$ cat src/rtl/intc_pkg.sv
// Constants, register map and types of the interrupt and reset controller
package intc_pkg;

  // ---------------------------------------------------------------
  // Register map
  // ---------------------------------------------------------------
  localparam logic [1:0] EXT_CTRL_OFS = 2'h0;  // Ext interrupt control
  localparam logic [1:0] PRIO_SEL_OFS = 2'h1;  // Priority select
  localparam logic [1:0] STATUS_OFS   = 2'h2;  // Reset cause and pin state

  // Control register bit positions
  localparam int EDGE_SEL_BIT = 7;  // Edge select
  localparam int CONNECT_BIT  = 6;  // Pin connect
  localparam int DELAY_BIT    = 5;  // Stop exit delay

  // Reset values
  localparam logic [7:0] PRIO_RESET    = 8'hf2;  // Pin is top maskable
  localparam logic       EDGE_RESET    = 1'b0;   // Level sensitive
  localparam logic       CONNECT_RESET = 1'b1;   // Pin connected
  localparam logic       DELAY_RESET   = 1'b1;   // Delay on stop exit

  // ---------------------------------------------------------------
  // Vectors, highest priority first
  // ---------------------------------------------------------------
  localparam logic [15:0] VEC_RESET = 16'hfffe;  // Power-on and pin
  localparam logic [15:0] VEC_CMON  = 16'hfffc;  // Clock monitor
  localparam logic [15:0] VEC_WDOG  = 16'hfffa;  // Watchdog
  localparam logic [15:0] VEC_TRAP  = 16'hfff8;  // Unimplemented opcode
  localparam logic [15:0] VEC_SWI   = 16'hfff6;  // Software trap
  localparam logic [15:0] VEC_NMI   = 16'hfff4;  // Nonmaskable pin
  localparam logic [7:0]  VEC_HIGH  = 8'hff;     // Upper vector byte

  // Maskable sources, index 0 is the external pin, last is CAN transmit
  localparam int NUM_MASKABLE = 21;
  localparam logic [NUM_MASKABLE-1:0][7:0] MASK_VEC = {
    8'hc4, 8'hc6, 8'hc8, 8'hd0, 8'hd2, 8'hd4, 8'hd6, 8'hd8, 8'hda,
    8'hdc, 8'hde, 8'he0, 8'he2, 8'he4, 8'he6, 8'he8, 8'hea, 8'hec,
    8'hee, 8'hf0, 8'hf2};

  // ---------------------------------------------------------------
  // Timing in bus clock cycles
  // ---------------------------------------------------------------
  localparam int RST_DRIVE_CYCLES  = 16;    // Reset pin driven low
  localparam int RST_SAMPLE_CYCLES = 8;     // Release to sample
  localparam int STOP_DELAY_CYCLES = 4096;  // Oscillator settle

  // Reset cause encoding
  localparam logic [1:0] CAUSE_POR  = 2'h0;
  localparam logic [1:0] CAUSE_EXT  = 2'h1;
  localparam logic [1:0] CAUSE_WDOG = 2'h2;
  localparam logic [1:0] CAUSE_CMON = 2'h3;

  // Vector fetch handed to the CPU
  typedef struct packed {
    logic        valid;  // One-cycle strobe
    logic        reset;  // Fetch is a reset vector
    logic [15:0] addr;   // Vector address
  } vector_fetch_s;

endpackage : intc_pkg

$ cat src/rtl/interrupt_priority_reset_control.sv
// Interrupt priority, pin latching and reset classification logic
//
// Local design decisions: the register addresses and strobed register access.
`timescale 1ns/1ps
`default_nettype none

module interrupt_priority_reset_control
  import intc_pkg::*;
#(
  parameter int STOP_DELAY = STOP_DELAY_CYCLES  // Stop exit settle count
) (
  input  wire logic                    ref_clk,
  input  wire logic                    reset,
  input  wire logic [1:0]              addr,
  input  wire logic [7:0]              wr_data,
  input  wire logic                    wr_en,
  input  wire logic                    rd_en,
  output logic [7:0]                   rd_data,
  input  wire logic                    special_mode,
  input  wire logic                    ccr_i_mask,
  input  wire logic                    ccr_x_mask,
  input  wire logic                    ext_request_pin_n,
  input  wire logic                    nonmaskable_request_pin_n,
  input  wire logic [NUM_MASKABLE-2:0] periph_req,
  input  wire logic [NUM_MASKABLE-2:0] periph_enable,
  input  wire logic                    unimpl_trap_req,
  input  wire logic                    software_trap_req,
  input  wire logic                    service_start,
  output logic                         cpu_irq_req,
  output logic                         cpu_nmi_req,
  output vector_fetch_s                vector_fetch,
  input  wire logic                    watchdog_fail,
  input  wire logic                    clock_monitor_fail,
  input  wire logic                    reset_pin_in,
  output logic                         reset_pin_out,
  output logic                         reset_pin_oe,
  output logic                         core_reset,
  input  wire logic                    stop_exit_req,
  output logic                         stop_exit_done
);

  // ---------------------------------------------------------------
  // Helpers
  // ---------------------------------------------------------------
  localparam int CW = $clog2(STOP_DELAY + 1);  // Stop counter width

  // Index of the promoted source; unknown bytes fall to the pin
  function automatic logic [4:0] promoted_index(input logic [7:0] v);
    logic [4:0] idx;
    idx = 5'h0;
    for (int i = 1; i < NUM_MASKABLE; i++) begin
      if (v == MASK_VEC[i]) begin
        idx = 5'(i);
      end
    end
    return idx;
  endfunction : promoted_index

  // ---------------------------------------------------------------
  // Pin synchronisers
  // ---------------------------------------------------------------
  logic ext_s1_reg, ext_s2_reg, ext_s3_reg;  // External request pin
  logic nmi_s1_reg, nmi_s2_reg;              // Nonmaskable pin
  logic rst_s1_reg, rst_s2_reg;              // Reset pin readback

  // Two flops per pin, third stage only for edge detection
  always_ff @(posedge ref_clk) begin
    ext_s1_reg <= ext_request_pin_n;
    ext_s2_reg <= ext_s1_reg;
    ext_s3_reg <= ext_s2_reg;
    nmi_s1_reg <= nonmaskable_request_pin_n;
    nmi_s2_reg <= nmi_s1_reg;
    rst_s1_reg <= reset_pin_in;
    rst_s2_reg <= rst_s1_reg;
  end

  // ---------------------------------------------------------------
  // Control registers
  // ---------------------------------------------------------------
  logic       edge_sel_reg;      // Edge select
  logic       connect_reg;       // Pin connect
  logic       delay_reg;         // Stop exit delay
  logic       edge_written_reg;  // A write to edge select was seen
  logic       delay_written_reg; // A write to delay was seen
  logic [7:0] prio_reg;          // Priority select
  logic       ctrl_wr;           // Control register write
  logic       edge_ok;           // Edge select write allowed

  assign ctrl_wr = wr_en && (addr == EXT_CTRL_OFS);
  // Normal: first write only; special: all but the first
  assign edge_ok = special_mode ? edge_written_reg
                                : !edge_written_reg;

  // Edge select with its write history
  always_ff @(posedge ref_clk) begin
    if (reset) begin
      edge_sel_reg     <= EDGE_RESET;
      edge_written_reg <= 1'b0;
    end else if (ctrl_wr) begin
      edge_written_reg <= 1'b1;
      if (edge_ok) begin
        edge_sel_reg <= wr_data[EDGE_SEL_BIT];
      end
    end
  end

  // Pin connect, writable at all times
  always_ff @(posedge ref_clk) begin
    if (reset) begin
      connect_reg <= CONNECT_RESET;
    end else if (ctrl_wr) begin
      connect_reg <= wr_data[CONNECT_BIT];
    end
  end

  // Stop delay, write-once outside special modes
  always_ff @(posedge ref_clk) begin
    if (reset) begin
      delay_reg         <= DELAY_RESET;
      delay_written_reg <= 1'b0;
    end else if (ctrl_wr) begin
      delay_written_reg <= 1'b1;
      if (special_mode || !delay_written_reg) begin
        delay_reg <= wr_data[DELAY_BIT];
      end
    end
  end

  // Priority select, guarded by the global mask
  always_ff @(posedge ref_clk) begin
    if (reset) begin
      prio_reg <= PRIO_RESET;
    end else if (wr_en && addr == PRIO_SEL_OFS && ccr_i_mask) begin
      prio_reg <= wr_data;
    end
  end

  // ---------------------------------------------------------------
  // Request qualification
  // ---------------------------------------------------------------
  logic                    edge_latch_reg;  // Captured falling edge
  logic                    irq_pin_req;     // External pin request
  logic [NUM_MASKABLE-1:0] mask_act;        // Enabled maskables
  logic                    nmi_req;         // Nonmaskable pin request
  logic                    fall_seen;       // Falling edge on pin
  logic [4:0]              prom_idx;        // Promoted source

  assign fall_seen = ext_s3_reg && !ext_s2_reg && connect_reg;
  // Level mode reads the pin, edge mode the latch
  assign irq_pin_req = edge_sel_reg ? edge_latch_reg
                                    : (connect_reg && !ext_s2_reg);
  assign mask_act = ccr_i_mask ? '0
                  : {periph_req & periph_enable, irq_pin_req};
  assign nmi_req  = !nmi_s2_reg && !ccr_x_mask;
  assign prom_idx = promoted_index(prio_reg);
  assign cpu_irq_req = |mask_act;
  assign cpu_nmi_req = nmi_req;

  // ---------------------------------------------------------------
  // Vector selection at service start
  // ---------------------------------------------------------------
  logic [15:0] svc_vec;   // Chosen vector
  logic        svc_irq;   // Chosen source is the external pin

  // Fixed order, promoted maskable ahead of the rest
  always_comb begin
    svc_vec = VEC_TRAP;
    svc_irq = 1'b0;
    if (unimpl_trap_req) begin
      svc_vec = VEC_TRAP;
    end else if (software_trap_req) begin
      svc_vec = VEC_SWI;
    end else if (nmi_req) begin
      svc_vec = VEC_NMI;
    end else if (mask_act[prom_idx]) begin
      svc_vec = {VEC_HIGH, MASK_VEC[prom_idx]};
      svc_irq = (prom_idx == 5'h0);
    end else begin
      // Lowest index wins among the rest
      for (int i = NUM_MASKABLE - 1; i >= 0; i--) begin
        if (mask_act[i]) begin
          svc_vec = {VEC_HIGH, MASK_VEC[i]};
          svc_irq = (i == 0);
        end
      end
    end
  end

  // Edge latch; a new edge wins over the service clear
  always_ff @(posedge ref_clk) begin
    if (reset) begin
      edge_latch_reg <= 1'b0;
    end else if (edge_sel_reg && fall_seen) begin
      edge_latch_reg <= 1'b1;
    end else if (service_start && svc_irq) begin
      edge_latch_reg <= 1'b0;
    end
  end

  // ---------------------------------------------------------------
  // Reset classification
  // ---------------------------------------------------------------
  typedef enum logic [1:0] {RS_DRIVE, RS_WAIT, RS_HOLD, RS_RUN} rst_state_e;
  rst_state_e rst_state_reg;  // Sequence state
  logic [4:0] rst_cnt_reg;    // Sequence counter
  logic [1:0] cause_reg;      // Recorded reset cause
  logic       rst_vec_fire;   // Reset vector strobe
  logic [15:0] rst_vec;       // Reset vector for the cause

  // Drive low, release, wait, then read the pin
  always_ff @(posedge ref_clk) begin
    if (reset) begin
      rst_state_reg <= RS_DRIVE;
      rst_cnt_reg   <= 5'h0;
      cause_reg     <= CAUSE_POR;
    end else begin
      unique case (rst_state_reg)
        RS_DRIVE: begin
          rst_cnt_reg <= rst_cnt_reg + 5'h1;
          if (rst_cnt_reg == 5'(RST_DRIVE_CYCLES - 1)) begin
            rst_state_reg <= RS_WAIT;
            rst_cnt_reg   <= 5'h0;
          end
        end
        RS_WAIT: begin
          rst_cnt_reg <= rst_cnt_reg + 5'h1;
          if (rst_cnt_reg == 5'(RST_SAMPLE_CYCLES - 1)) begin
            if (!rst_s2_reg) begin
              cause_reg     <= CAUSE_EXT;
              rst_state_reg <= RS_HOLD;
            end else begin
              rst_state_reg <= RS_RUN;
            end
          end
        end
        RS_HOLD: begin
          if (rst_s2_reg) begin
            rst_state_reg <= RS_RUN;
          end
        end
        RS_RUN: begin
          if (clock_monitor_fail || watchdog_fail || !rst_s2_reg) begin
            rst_state_reg <= RS_DRIVE;
            rst_cnt_reg   <= 5'h0;
            cause_reg     <= clock_monitor_fail ? CAUSE_CMON
                           : watchdog_fail      ? CAUSE_WDOG
                                                : CAUSE_POR;
          end
        end
      endcase
    end
  end

  assign rst_vec_fire = (rst_state_reg == RS_HOLD && rst_s2_reg)
                     || (rst_state_reg == RS_WAIT && rst_s2_reg
                         && rst_cnt_reg == 5'(RST_SAMPLE_CYCLES - 1));
  // External and power-on share the main vector
  assign rst_vec = (rst_state_reg == RS_HOLD) ? VEC_RESET
                 : (cause_reg == CAUSE_CMON)  ? VEC_CMON
                 : (cause_reg == CAUSE_WDOG)  ? VEC_WDOG
                                              : VEC_RESET;

  // Open-drain drive during the low phase only
  assign reset_pin_out = 1'b0;
  assign reset_pin_oe  = (rst_state_reg == RS_DRIVE);
  // Entry on reset, watchdog or clock monitor is immediate, release waits for the sequence
  assign core_reset = reset || watchdog_fail || clock_monitor_fail
                   || (rst_state_reg != RS_RUN);

  // ---------------------------------------------------------------
  // Vector fetch output
  // ---------------------------------------------------------------
  always_ff @(posedge ref_clk) begin
    if (reset) begin
      vector_fetch <= '0;
    end else if (rst_vec_fire) begin
      vector_fetch <= '{valid: 1'b1, reset: 1'b1, addr: rst_vec};
    end else if (service_start && rst_state_reg == RS_RUN) begin
      vector_fetch <= '{valid: 1'b1, reset: 1'b0, addr: svc_vec};
    end else begin
      vector_fetch.valid <= 1'b0;
    end
  end

  // ---------------------------------------------------------------
  // Stop mode exit
  // ---------------------------------------------------------------
  logic [CW-1:0] stop_cnt_reg;  // Remaining settle cycles
  logic          stop_busy_reg; // Settle in progress

  // Count the settle time, or finish next cycle without it
  always_ff @(posedge ref_clk) begin
    if (reset) begin
      stop_cnt_reg   <= '0;
      stop_busy_reg  <= 1'b0;
      stop_exit_done <= 1'b0;
    end else begin
      stop_exit_done <= 1'b0;
      if (stop_busy_reg) begin
        stop_cnt_reg <= stop_cnt_reg - 1'b1;
        if (stop_cnt_reg == CW'(1)) begin
          stop_busy_reg  <= 1'b0;
          stop_exit_done <= 1'b1;
        end
      end else if (stop_exit_req) begin
        if (delay_reg) begin
          stop_busy_reg <= 1'b1;
          stop_cnt_reg  <= CW'(STOP_DELAY);
        end else begin
          stop_exit_done <= 1'b1;
        end
      end
    end
  end

  // ---------------------------------------------------------------
  // Register read port
  // ---------------------------------------------------------------
  always_ff @(posedge ref_clk) begin
    if (reset) begin
      rd_data <= '0;
    end else if (rd_en) begin
      unique case (addr)
        EXT_CTRL_OFS: rd_data <= {edge_sel_reg, connect_reg, delay_reg, 5'h0};
        PRIO_SEL_OFS: rd_data <= prio_reg;
        STATUS_OFS:   rd_data <= {cause_reg, edge_latch_reg, rst_s2_reg,
                                  4'h0};
        default:      rd_data <= '0;
      endcase
    end else begin
      rd_data <= '0;
    end
  end

  // ---------------------------------------------------------------
  // Checks
  // ---------------------------------------------------------------
  prio_write_gate_a: assert property (@(posedge ref_clk) disable iff (reset)
    wr_en && addr == PRIO_SEL_OFS && !ccr_i_mask |=> $stable(prio_reg))
    else $error("priority written while unmasked");

  reset_values_a: assert property (@(posedge ref_clk)
    reset |=> prio_reg == PRIO_RESET && !edge_sel_reg && delay_reg)
    else $error("wrong reset values");

  edge_once_a: assert property (@(posedge ref_clk) disable iff (reset)
    ctrl_wr && !special_mode && edge_written_reg |=> $stable(edge_sel_reg))
    else $error("edge select rewritten in normal mode");

  pin_drive_a: assert property (@(posedge ref_clk) disable iff (reset)
    $rose(reset_pin_oe) |-> reset_pin_oe[*8] ##1 reset_pin_oe[*8]
    ##1 !reset_pin_oe)
    else $error("reset pin drive length wrong");

  sample_wait_a: assert property (@(posedge ref_clk) disable iff (reset)
    $fell(reset_pin_oe) |-> (rst_state_reg == RS_WAIT)[*8])
    else $error("reset pin sampled early");

  empty_trap_a: assert property (@(posedge ref_clk) disable iff (reset)
    service_start && rst_state_reg == RS_RUN && !rst_vec_fire && !nmi_req
    && mask_act == '0 && !software_trap_req |=> vector_fetch.addr == VEC_TRAP)
    else $error("empty service did not take trap");

  irq_masked_a: assert property (@(posedge ref_clk) disable iff (reset)
    cpu_irq_req |-> !ccr_i_mask)
    else $error("maskable request while masked");

  nmi_masked_a: assert property (@(posedge ref_clk) disable iff (reset)
    cpu_nmi_req |-> !ccr_x_mask && !nmi_s2_reg)
    else $error("nonmaskable request while masked");

  stop_delay_a: assert property (@(posedge ref_clk) disable iff (reset)
    stop_exit_req && !stop_busy_reg && delay_reg |=> !stop_exit_done[*8])
    else $error("stop exit ended before settle time");

endmodule : interrupt_priority_reset_control

`default_nettype wire

$ cat config.mk
export PLATFORM = sky130hd
export DESIGN_NAME = interrupt_priority_reset_control
export DESIGN_NICKNAME = d
export VERILOG_FILES = /design/src/rtl/intc_pkg.sv /design/src/rtl/interrupt_priority_reset_control.sv
export SDC_FILE = /design/constraint.sdc
export NUM_CORES = 1
export LEC_CHECK = 0
export BUFFER_PORTS_ARGS = -buffer_cell sky130_fd_sc_hd__buf_2
export CORE_MARGIN = 2
export CORE_UTILIZATION = 30
export DETAILED_ROUTE_END_ITERATION = 8
export PLACE_DENSITY_LB_ADDON = 0.25
export SLEW_MARGIN = 5
export SYNTH_ARGS = -nofsm -noshare
export SYNTH_HDL_FRONTEND = slang
export SYNTH_SLANG_ARGS = --single-unit
$ cat constraint.sdc
create_clock -name ref_clk -period 3.05 [get_ports ref_clk]
set_clock_uncertainty 0.15 [all_clocks]
set_input_delay 0 -clock ref_clk [delete_from_list [all_inputs] [get_ports ref_clk]]
set_output_delay 0 -clock ref_clk [all_outputs]
set_load 0.01 [all_outputs]
==> reports/qor.txt <==
Status -> finished clean
Largest family of logic cells by synthesized area -> simple AND/OR/NAND/NOR gates
Global-route wire length before repair -> 15.8 mm
DRC -> 0
Wire per inst -> 13.1 um
Syn-to-layout area delta -> 32.4%
Final Hold Viols -> 0
GPL Wtd Cong -> 0.855
Peak Freq -> 329 MHz
RSZ-0062 raised after global routing -> yes
Post-Syn Instances -> 508
Cell Area, Synth -> 3840 um^2
# IOs -> 98
CTS buffer count -> 9
Met3 usage -> 0.0309
Register area share after synthesis -> 0.313
CP startpoint kind -> register
Largest net degree at the start of global routing -> 48
Initial drt markers -> 208
Vias -> 3843
Antenna violations before repair -> 0
Synth top cells by count -> 67 x nand2_1, 65 x nor2_1, 60 x dfxtp_1
Final #Nets -> 696
Core Box Area -> 12600 um^2
Number of global-route vias before repair -> 3389
Die Wd -> 117 um
Simple-gate portion of the synthesized area -> 0.316
Leak -> 2.23 nW
Inst Count DP -> 753
Die height -> 117 um
Post-synth top flop -> dfxtp_1
Via density -> 4.85
Grt peak-use layer -> met2
Setup WS post-layout -> 0.0110 ns
Ys Warns -> 0
Synth unique cells -> 70
H-tree depth -> 3
Synth Area in Adders -> 0.0488
Worst hold start -> addr[1]
Worst slack, placed -> 0.0749 ns
Peak VDD IR -> 0.000327 V
CTS tree -> yes
GRT overflow -> 0
Fin cells -> 792
Post-synthesis mux area share -> 0.0410
Slew headroom -> 0.437
Tightest Pin Transition -> 0.845 ns
Max-cap violations -> 0
CP arrival -> 3.07 ns
Clock sink count -> 60
Clk_lat worst skew -> 0.32 ns
Site row count -> 41
Fin crit share -> 0.996
Worst-path maximum fanout -> 6
Critical path class -> register to register
Compound-gate portion of the synthesized area -> 0.202
XOR/XNOR Fraction of Synth Area -> 0.0114
DIE AREA -> 13700 um^2
Clock buffer depth -> 2
DR pass1 iterations -> 5
# setup viols final -> 0
Critical path launch point -> prio_reg[4]
Tmin final -> 3.04 ns
All-Layer GR Usage -> 0.147
Worst hold path class -> primary input to register
Dpl hpwl -> 7.83 mm
CP Capture Type -> register
WL final -> 10.4 mm
Post-route antenna net violation count -> 0
Ant. Diodes -> 0
Yosys top cell by area -> dfxtp_1
Port Buffer Count -> 95
GR Util met2 -> 0.235
Final Max Tran Viols -> 0
CTS Root Buffer Type -> clkbuf_16
Clk slew on worst S/H paths -> 0.05 ns
Post-synth top area share -> 0.313
Synth top area cells -> dfxtp_1 31%, nand2_1 6.5%, nor2_1 6.3%
Power per Cell Area -> 510 nW/um^2
FF+latch count, synth -> 60
Initial core utilization -> 0.306
Max reg flops -> 13
Asr flop ratio synth -> 0
Worst Path Required -> 3.08 ns
Post-synth EDFFs -> 0
Met1 GRT Util -> 0.197
Share of layout cells above drive strength 1 -> 0.255
R2R Path Start -> prio_reg[4]
Mapped Avg Cell Area -> 7.56 um^2
Flop-to-flop setup slack -> 0.01 ns
Most common cell in the netlist -> nand2_1
==> layout by cell type (no fill, tap or decap), types with 8 or more instances in the layout <==
cell / count
nor2_1: 65
nand2_1: 66
mux2i_1: 12
inv_1: 18
nand2b_1: 8
buf_2: 95
nand3_1: 17
nand3b_1: 8
clkbuf_16: 9
a21oi_1: 47
dfxtp_1: 57
o21ai_0: 10
ha_1: 15
buf_4: 11
nor2b_1: 12
nor3_1: 18
dlygate4sd3_1: 19
==> stage by stage <==
stage	hold WS (ns)	total power, mW	area (um^2)	TNS [ns]	util
final	0.0455	2.60	5090	0	0.405
after global routing	0.0537	2.73	5090	-0.743	0.405
after CTS	0.0264	2.61	4980	0	0.397
after detailed placement	-0.0464	1.40	4440	0	0.354
after global placement	-0.0469	1.39	4440	0	0.354
after floorplan	-0.122	1.25	3850	0	-
==> path summary, 6_finish.rpt <==
| path | endpoint | depth (start not counted) |
|---|---|---|
| worst min-delay path | delay_written_reg | 4 |
| worst max-delay path | vector_fetch[2] | 11 |
| worst max register to register | vector_fetch[2] | 11 |
| worst min register to register | nmi_s2_reg | 0 |
==> power by group <==
part | switching (mW) | leakage [nW] | internal (mW) | total [mW]
combinational | 0.276 | 1.56 | 0.236 | 0.512
sequential | 0.0563 | 0.491 | 0.849 | 0.905
clock | 0.339 | 0.173 | 0.840 | 1.18
==> logic make-up (layout without fill, tap and decap cells) <==
family | after synthesis | in the layout
muxes | 15 | 15
buffers and inverters | 55 | 166
xor gates and xnor gates | 5 | 5
other | 1 | 2
adders and majority gates | 15 | 15
and+or+nand+nor | 241 | 241
AOI/OAI and AO/OA | 116 | 116
DFF | 60 | 60
==> metal layers <==
metal  wire length (um)  vias up
li1                   -     1999
met1               4940     1728
met2               4800      107
met3                555        9
met4                106        0
met5                  0        -
==> cell type report <==
cell class | instances | area, um^2
fill | 1288 | 7480
inverter | 20 | 75.1
timing repair buffer | 130 | 805
clock buffer | 12 | 256
multi-input combinational | 394 | 2430
tap | 172 | 215
clock inverter | 4 | 95.1
sequential | 60 | 1210
==> repair_timing <==
action	in CTS	in global routing
resized for setup	0	20
buffers inserted	0	4
setup endpoints to repair	0	6
endpoints found under the hold margin	34	0
hold buffers	19	0
==> critical path, cell delays in order, from the launching register on <==
cell and delay (ns):
dfxtp_4 0.35, or4b_4 0.54, a21o_1 0.25, a2111oi_2 0.33
o21ai_1 0.14, a31oi_2 0.23, a311oi_2 0.09, nor4_4 0.29
buf_6 0.18, buf_6 0.09, mux2i_1 0.17, o31ai_1 0.08
No activity file was read; power rests on OpenSTA's default activity.
